[src/taf_regs.svh]
// Register offsets, field positions, unlock keys and timing counts.
// Assumes a 32-bit APB slave on a 100 MHz system clock.
`ifndef TAF_REGS_SVH
`define TAF_REGS_SVH

`define TAF_OFS_CONTROL   8'h00
`define TAF_OFS_UNLOCK    8'h04
`define TAF_OFS_LATCH     8'h08
`define TAF_OFS_PTR_LOW   8'h0C
`define TAF_OFS_PTR_HIGH  8'h10
`define TAF_OFS_PTR_UPPER 8'h14
`define TAF_OFS_TABLE_OP  8'h18

`define TAF_BIT_TWO_BYTE  5
`define TAF_BIT_ROW_ERASE 4
`define TAF_BIT_ABORT     3
`define TAF_BIT_GATE      2
`define TAF_BIT_START     1

`define TAF_UNLOCK_FIRST  8'h55
`define TAF_UNLOCK_SECOND 8'hAA

`define TAF_OP_STORE_BIT  0
`define TAF_CLK_MHZ       100
`define TAF_PROG_TIME_US  1000

`endif

[src/taf_pkg.sv]
// Types shared by the table access flash control block.
// Assumes taf_regs.svh for numeric constants.
package taf_pkg;
    typedef enum logic [1:0] {
        TAF_PTR_KEEP,
        TAF_PTR_POST_INC,
        TAF_PTR_POST_DEC,
        TAF_PTR_PRE_INC
    } taf_ptr_mode_e;

    typedef enum {
        TAF_IDLE,
        TAF_FETCH,
        TAF_PROG,
        TAF_ERASE,
        TAF_WAIT
    } taf_state_e;
endpackage

[src/taf_table_access_flash_control.sv]
// Table access and self-timed flash program/erase sequencer, APB slave.
// Assumes a flash macro on the same clock returning read data one cycle
// after flash_rd_o.
`timescale 1ns/1ps
`include "taf_regs.svh"

module taf_table_access_flash_control
    import taf_pkg::*;
#(
    parameter int PROG_CYCLES = `TAF_PROG_TIME_US * `TAF_CLK_MHZ
) (
    input  wire logic        sys_clk_i,
    input  wire logic        reset_i,
    input  wire logic        psel_i,
    input  wire logic        penable_i,
    input  wire logic        pwrite_i,
    input  wire logic [7:0]  paddr_i,
    input  wire logic [31:0] pwdata_i,
    output logic      [31:0] prdata_o,
    output logic             pready_o,
    output logic             pslverr_o,
    input  wire logic [7:0]  flash_rdata_i,
    output logic      [21:0] flash_addr_o,
    output logic             flash_rd_o,
    output logic      [7:0]  flash_wdata_o,
    output logic             flash_wr_o,
    output logic             flash_erase_o,
    output logic             fetch_stall_o
);

    typedef struct packed {
        taf_state_e       state;
        logic             two_byte;
        logic             row_erase;
        logic             abort;
        logic             gate;
        logic             start;
        logic [1:0]       unlock_step;
        logic [7:0]       latch;
        logic [21:0]      ptr;
        logic [63:0][7:0] hold;
        logic [5:0]       idx;
        logic [31:0]      timer;
        logic [31:0]      prdata;
        logic             pready;
        logic             pslverr;
        logic [21:0]      faddr;
        logic             frd;
        logic [7:0]       fwdata;
        logic             fwr;
        logic             ferase;
        logic             stall;
    } taf_state_s;

    taf_state_s st;
    taf_state_s next_st;

    function automatic logic [21:0] taf_step(input logic [21:0] p,
                                             input logic        down);
        logic [20:0] low;
        low = down ? (p[20:0] - 21'h1) : (p[20:0] + 21'h1);
        return {p[21], low};
    endfunction

    logic          wr_access;
    logic          unmapped;
    logic [7:0]    rd_byte;
    logic [7:0]    wbyte;
    logic [21:0]   eff;
    taf_ptr_mode_e mode;
    logic [5:0]    hidx;

    always_comb begin
        next_st   = st;
        wbyte     = pwdata_i[7:0];
        mode      = taf_ptr_mode_e'(pwdata_i[2:1]);
        wr_access = psel_i && penable_i && st.pready && pwrite_i;
        unmapped  = 1'b0;
        rd_byte   = 8'h00;
        eff       = (mode == TAF_PTR_PRE_INC) ? taf_step(st.ptr, 1'b0)
                                              : st.ptr;
        hidx      = st.two_byte ? {st.ptr[5:1], st.idx[0]} : st.idx;
        next_st.fwr    = 1'b0;
        next_st.ferase = 1'b0;
        next_st.frd    = 1'b0;

        case (paddr_i)
            `TAF_OFS_CONTROL:   rd_byte = {2'b00, st.two_byte, st.row_erase,
                                           st.abort, st.gate, st.start,
                                           1'b0};
            `TAF_OFS_UNLOCK:    rd_byte = 8'h00;
            `TAF_OFS_LATCH:     rd_byte = st.latch;
            `TAF_OFS_PTR_LOW:   rd_byte = st.ptr[7:0];
            `TAF_OFS_PTR_HIGH:  rd_byte = st.ptr[15:8];
            `TAF_OFS_PTR_UPPER: rd_byte = {2'b00, st.ptr[21:16]};
            `TAF_OFS_TABLE_OP:  rd_byte = 8'h00;
            default:            unmapped = 1'b1;
        endcase

        // Bus held off while the sequencer is busy, which halts the core
        next_st.pready = psel_i && !st.pready && (st.state == TAF_IDLE);
        if (next_st.pready) begin
            next_st.prdata  = {24'h000000, rd_byte};
            next_st.pslverr = unmapped;
        end else if (st.pready) begin
            next_st.prdata  = 32'h00000000;
            next_st.pslverr = 1'b0;
        end

        if (wr_access && !unmapped) begin
            case (paddr_i)
                `TAF_OFS_CONTROL: begin
                    next_st.two_byte  = wbyte[`TAF_BIT_TWO_BYTE];
                    next_st.row_erase = wbyte[`TAF_BIT_ROW_ERASE];
                    next_st.abort     = wbyte[`TAF_BIT_ABORT];
                    next_st.gate      = wbyte[`TAF_BIT_GATE];
                    if (wbyte[`TAF_BIT_START]) begin
                        next_st.abort       = 1'b1;
                        next_st.unlock_step = 2'd0;
                        // Launch only when gated on and unlocked
                        if (wbyte[`TAF_BIT_GATE] && st.gate &&
                            st.unlock_step == 2'd2) begin
                            next_st.start = 1'b1;
                            next_st.idx   = 6'd0;
                            next_st.stall = 1'b1;
                            next_st.state = wbyte[`TAF_BIT_ROW_ERASE]
                                          ? TAF_ERASE : TAF_PROG;
                        end
                    end
                end
                `TAF_OFS_UNLOCK: begin
                    if (wbyte == `TAF_UNLOCK_FIRST)
                        next_st.unlock_step = 2'd1;
                    else if (wbyte == `TAF_UNLOCK_SECOND &&
                             st.unlock_step == 2'd1)
                        next_st.unlock_step = 2'd2;
                    else
                        next_st.unlock_step = 2'd0;
                end
                `TAF_OFS_LATCH:     next_st.latch = wbyte;
                `TAF_OFS_PTR_LOW:   next_st.ptr[7:0]   = wbyte;
                `TAF_OFS_PTR_HIGH:  next_st.ptr[15:8]  = wbyte;
                `TAF_OFS_PTR_UPPER: next_st.ptr[21:16] = wbyte[5:0];
                `TAF_OFS_TABLE_OP: begin
                    case (mode)
                        TAF_PTR_KEEP:     next_st.ptr = st.ptr;
                        TAF_PTR_POST_DEC: next_st.ptr = taf_step(st.ptr, 1'b1);
                        default:          next_st.ptr = taf_step(st.ptr, 1'b0);
                    endcase
                    if (wbyte[`TAF_OP_STORE_BIT]) begin
                        // Latch byte lands in a holding register only
                        next_st.hold[eff[5:0]] = st.latch;
                    end else begin
                        next_st.faddr = eff;
                        next_st.frd   = 1'b1;
                        next_st.state = TAF_FETCH;
                    end
                end
                default: ;
            endcase
        end

        case (st.state)
            TAF_IDLE: ;
            TAF_FETCH: begin
                // Flash answers the cycle after its strobe; wait that out
                if (!st.frd) begin
                    // Raw flash byte kept as is in the latch
                    next_st.latch = flash_rdata_i;
                    next_st.state = TAF_IDLE;
                end
            end
            TAF_PROG: begin
                next_st.fwr    = 1'b1;
                next_st.fwdata = st.hold[hidx];
                next_st.faddr  = {st.ptr[21:6], hidx};
                next_st.idx    = st.idx + 6'd1;
                if ((st.two_byte && st.idx == 6'd1) ||
                    st.idx == 6'd63) begin
                    next_st.state = TAF_WAIT;
                    next_st.timer = PROG_CYCLES;
                end
            end
            TAF_ERASE: begin
                next_st.ferase = 1'b1;
                next_st.faddr  = {st.ptr[21:10], 10'h000};
                next_st.state  = TAF_WAIT;
                next_st.timer  = PROG_CYCLES;
            end
            TAF_WAIT: begin
                next_st.timer = st.timer - 32'd1;
                if (st.timer <= 32'd1) begin
                    next_st.state     = TAF_IDLE;
                    next_st.start     = 1'b0;
                    next_st.abort     = 1'b0;
                    next_st.row_erase = 1'b0;
                    next_st.stall     = 1'b0;
                end
            end
            default: next_st.state = TAF_IDLE;
        endcase

        if (reset_i) begin
            next_st       = '0;
            next_st.state = TAF_IDLE;
            // Flag survives a reset that cuts an operation short
            next_st.abort = (st.state == TAF_PROG || st.state == TAF_ERASE ||
                             st.state == TAF_WAIT) || st.abort;
            next_st.gate  = 1'b0;
        end
    end

    always_ff @(posedge sys_clk_i) begin
        st <= next_st;
    end

    assign prdata_o      = st.prdata;
    assign pready_o      = st.pready;
    assign pslverr_o     = st.pslverr;
    assign flash_addr_o  = st.faddr;
    assign flash_rd_o    = st.frd;
    assign flash_wdata_o = st.fwdata;
    assign flash_wr_o    = st.fwr;
    assign flash_erase_o = st.ferase;
    assign fetch_stall_o = st.stall;

endmodule // taf_table_access_flash_control

[config.mk]
export PLATFORM = sky130hd
export DESIGN_NAME = taf_table_access_flash_control
export DESIGN_NICKNAME = d
export VERILOG_FILES = /design/src/taf_pkg.sv /design/src/taf_table_access_flash_control.sv
export VERILOG_INCLUDE_DIRS = /design/src
export SDC_FILE = /design/constraint.sdc
export NUM_CORES = 2
export LEC_CHECK = 0
export ABC_AREA = 1
export BUFFER_PORTS_ARGS = -buffer_cell sky130_fd_sc_hd__buf_2
export CAP_MARGIN = 20
export CORE_ASPECT_RATIO = 1.1
export CORE_UTILIZATION = 50
export CTS_CLUSTER_SIZE = 12
export DETAILED_ROUTE_END_ITERATION = 7
export GPL_TIMING_DRIVEN = 0
export PLACE_DENSITY = 0.67
export SYNTH_ARGS = -nofsm -noshare
export SYNTH_HDL_FRONTEND = slang
export SYNTH_SLANG_ARGS = --single-unit
[constraint.sdc]
create_clock -name sys_clk_i -period 2.7 [get_ports sys_clk_i]
set_input_delay 0 -clock sys_clk_i [delete_from_list [all_inputs] [get_ports sys_clk_i]]
set_output_delay 0 -clock sys_clk_i [all_outputs]
set_load 0.05 [all_outputs]
# Yosys cells after proc, flatten, opt, wreduce, memory -nomap -nowiden
# Cells that the tools add are included.
[word_totals] register_bits=663 in_bits=53 out_inout_bits=68
[op_classes] reduce_logical=44 n_eq_ne=25 n_addsub=4 bitwise_logic=2 muxes=62 n_lt_le_gt_ge=4
[op_table] operator="$mux 512" count=2
[op_table] operator="$mux 653" count=1
[op_table] operator="$mux 587" count=1
[op_table] operator="$bwmux 512" count=1
[op_table] operator="$mux 32" count=7
[op_table] operator="$pmux 32 s5" count=1
[op_table] operator="$eq 32x3->1 const B" count=3
[op_table] operator="$pmux 32 s3" count=1
[op_table] operator="$mux 23" count=3
[op_table] operator="$eq 32x2->1 const B" count=2
[op_table] operator="$logic_not 32->1" count=2
[op_table] operator="$pmux 32 s2" count=1
[op_table] operator="$mux 8" count=7
[op_table] operator="$bmux 8 s6" count=1
[op_table] operator="$demux 8 s6" count=1
[op_table] operator="$pmux 22 s2" count=1
[op_table] operator="$pmux 21 s2" count=1
[op_table] operator="$pmux 8 s5" count=1
[op_table] operator="$eq 32x1->1 const B" count=1
[op_table] operator="$eq 32x4->1 const B" count=1
[op_table] operator="$le 32x1->1 const B" count=1
[op_table] operator="$pmux 8 s2" count=2
[op_table] operator="$sub 32x1->32 const B" count=1
[op_table] operator="$mux 6" count=5
[op_table] operator="other kinds (37)" count=93

# Logic depth before layout (Yosys ltp)
[depth] word_depth=13 ltp_mapped=16 ltp_nobuf=13

# Worst setup path after synthesis
# Ideal clock, no wire load.
[synth_path] path_kind="reg-to-reg" startpoint="register st[618] in the netlist's numbering" endpoint="register (tool-made name)" path_stages_with_launch=12 n_path_buf=1 period_less_slack_ps=2318 setup_time_ps=132 t_arrival_ps=2186 slack_ps=382 required_ps=2568 path_cell_list="dfxtp_1 > buf_2 > inv_1 > ha_1 > o21ai_2 > inv_2 > nor2_2 > nand2_2 > nor2_2 > nand2_1 > nand2_1 > a21oi_1"
[synth_rtl] element="start, declared" line="taf_table_access_flash_control.sv:55" text="taf_state_s st;"
[synth_rtl] element="start signal, assigned" line="taf_table_access_flash_control.sv:214" text="st <= next_st;"

# Final worst setup path
[layout_path] startpoint="register st[654] in the netlist's numbering" endpoint="register st, in the netlist flash_wdata_o[7]"
[layout_between] elab_chain_len=3
[layout_lines] element="$mux 6" line="taf_table_access_flash_control.sv:82" text="hidx = st.two_byte ? {st.ptr[5:1], st.idx[0]} : st.idx;"
[layout_lines] element="$bmux 8 s6" line="taf_table_access_flash_control.sv:175" text="next_st.fwdata = st.hold[hidx];"
[layout_lines] element="$mux 8 (implied by the code)" line="taf_table_access_flash_control.sv:175"
# No other way between the ends. The select of a mux whose other input is x is not followed.
# A chain may end at the register's enable or synchronous reset.

==> metrics.md <==
| Metric | Value |
|---|---|
| Placed inst area | `35500 µm²` |
| RSZ-0062 raised after global routing | `yes` |
| Setup CP Type | `reg2reg` |
| Vias in the first global route | `34900` |
| Pre-antenna DRT Iters | `8` |
| VDD IR max | `0.507 mV` |
| Failing checks | `DRC, setup timing` |
| Root Buffer | `clkbuf_16` |
| Initial antenna violation count | `7` |
| Drt wl/cell | `25.9 µm` |
| Arr. time, crit path | `3330 ps` |
| Final design area excluding fillers | `40000 µm²` |
| EDFF count, synth | `0` |
| Fin cells | `6387` |
| Dpl cells | `6109` |
| CORE AREA | `66400 µm²` |
| Critical path capture point type | `flop` |
| DR vias | `39100` |
| Worst slew pin tran | `1310 ps` |
| Area growth syn-to-layout | `19.2%` |
| Chip Width | `249 µm` |
| Async SR Flop Fraction | `0%` |
| Primary FF master, synth | `dfxtp_1` |
| Max Buffers Root-to-Sink | `3` |
| Synthesized area | `33600 µm²` |
| Clk_lat worst skew | `640 ps` |
| Leak | `15.0 nW` |
| PD cells | `517 nW/µm²` |
| IO Pins | `121` |
| NumNets Final | `5535` |
| Setup violators final | `8` |
| Tmin final | `2810 ps` |
| Outcome | `complete, but fails checks` |
| GRT overflow | `0` |
| Drt drc | `7` |
| Final hold vios | `0` |
| Register area | `13300 µm²` |
| Share of post-route cells with drive strength above 1 | `13.2%` |
| Final Max Slew Viols | `0` |
| Syn avg cell area | `6.57 µm²` |
| Initial core utilization | `50.6%` |
| Chip height | `274 µm` |
| Max_cap viols | `0` |
| Hold WS | `76.9 ps` |
| Sequential area share after synthesis | `39.5%` |
| CTS tree | `yes` |
| Area of the multi-input gates | `18500 µm²` |
| Commonest cells after routing, fill and taps aside | `nand2_1 (1700), nand3_1 (987), dfxtp_1 (662)` |
| Worst slack, placed | `-1030 ps` |
| Fmax | `356 MHz` |
| WP data required | `3220 ps` |
| Post-Synthesis Cells | `5110` |
| Dpl hpwl | `115 mm` |
| Clock slew at reported path FFs | `60 ps` |
| First-pass GRT wire length | `235 mm` |
| CTS H-tree depth | `3` |
| Number of I/O port buffers | `70` |
| PnR worst setup slack | `-110 ps` |
| Worst min-delay path class | `in2reg` |
| RePlAce Congestion | `1.07` |
| Worst slew margin | `13.0%` |
| Largest net degree at the start of global routing | `13` |
| Clock Sinks | `663` |
| Worst Path Max Fanout | `10` |
| Startpoint Class | `flop` |
| Commonest non-fill, non-tap cell in the layout | `nand2_1` |
| Site row count | `99` |
| Fill cells | `6519` |
| Routed wire length | `166 mm` |
| Seq cells post-synth | `663` |
| Layout Skew | `26.1 ps` |
| Syn. warnings | `0` |
| Period Utilization, post-route | `104%` |
| DRT iter0 DRCs | `5601` |
| TritonCTS Buffers | `73` |
| Cell variety after synth | `42` |
| Die area | `68200 µm²` |
| GRT Overall Usage | `46.9%` |
| Vias per cell | `6.12` |
| Routed Antenna Nets | `0` |
==> metrics by stage <==
stage | utilization, % | TNS [ps] | total power [mW]
after global routing | 60.3 | -252 | 21.0
after CTS | 59.1 | -3840 | 20.6
after detailed placement | 53.5 | -129570 | 10.6
after global placement | 53.0 | -122160 | 10.6
after floorplan | - | 0 | 10.4
final | 60.3 | -338 | 20.7
==> where the power goes <==
group | total (mW) | internal (mW) | switching (mW)
clock network | 10.3 | 5.82 | 4.43
registers | 9.81 | 9.80 | 0.00540
logic | 0.635 | 0.148 | 0.487
total | 20.7 | 15.8 | 4.93
==> per-layer routing <==
layer	global-route usage, %	up-vias	part of all wire [%]
met4	35.8	6	9.1
met5	0	-	0.063
met1	56.7	17900	36
met2	69.9	2864	41
met3	14.2	774	14
li1	-	17500	-
==> what timing repair did <==
action                                 in CTS  in global routing
endpoints found under the hold margin      44                  0
gates resized for setup                   175                103
hold buffers                               36                  0
cloned                                      1                  0
setup endpoints to repair                 530                548
pin swaps                                  41                 22
setup buffers                              63                 47
==> kinds of logic (layout without fill, tap and decap cells) <==
kind of cell | after synthesis | in the layout | share of synthesized area, %
other | 1 | 57 | 0.0112
AO/OA/AOI/OAI | 750 | 750 | 11.5
AND/OR/NAND/NOR | 3122 | 3123 | 40.9
adder cells (fa/ha/maj) | 6 | 6 | 0.224
XOR/XNOR | 30 | 30 | 0.805
buffers and inverters | 538 | 900 | 7.06
flip-flops | 663 | 663 | 39.5
==> cell type report <==
class | instances | share of cell area (%)
diodes | 4 | 0.0250
flip-flops and latches | 663 | 33.2
repair buffers | 239 | 5.37
clock inverters | 16 | 0.528
well taps | 858 | 2.68
multi-input cells | 3962 | 46.2
plain buffers | 399 | 5.32
inverters | 138 | 1.34
clock buffers | 108 | 5.38
==> worst paths after layout <==
path	from	to	slack (ps)	cells past startpoint
max	st[654]$_SDFFE_PP0P_	flash_wdata_o[7]$_SDFFE_PP0P_	-110	12
min	pwdata_i[2]	st[635]$_SDFFE_PP0P_	80	6
max reg2reg	st[654]$_SDFFE_PP0P_	flash_wdata_o[7]$_SDFFE_PP0P_	-110	12
min reg2reg	flop	flop	460	2
==> synth_stat cells (all sizes together), types with 2 or more instances <==
library cell | number | area (µm²)
buf | 150 | 913
clkbuf | 250 | 938
a21oi | 614 | 3070
xnor2 | 8 | 70.1
nand2 | 1758 | 6730
o21ai | 99 | 514
xor2 | 22 | 200
o21bai | 2 | 15.0
inv | 133 | 502
ha | 6 | 75.1
nand4 | 25 | 156
nor4 | 4 | 25.0
o211ai | 9 | 67.6
clkinv | 5 | 18.8
nor3 | 20 | 100
nor2 | 290 | 1460
or2 | 19 | 119
nand3 | 1001 | 5110
dfxtp | 663 | 13300
a31oi | 9 | 56.3
o221ai | 2 | 17.5
o2111ai | 3 | 26.3
nand3b | 3 | 22.5
and3 | 2 | 12.5
o22ai | 10 | 62.6
==> critical path, cell delays in order, from the launching register on <==
cell	delay [ps]
dfxtp_1	310
clkbuf_4	200
nand2_1	130
o21ai_4	150
inv_1	250
clkbuf_1	710
nand3_1	210
nand3_1	240
nand2_1	190
nand2_1	110
nand3_1	70
nand2_1	60
inv_1	40
Power figures use the tool's default switching activity.
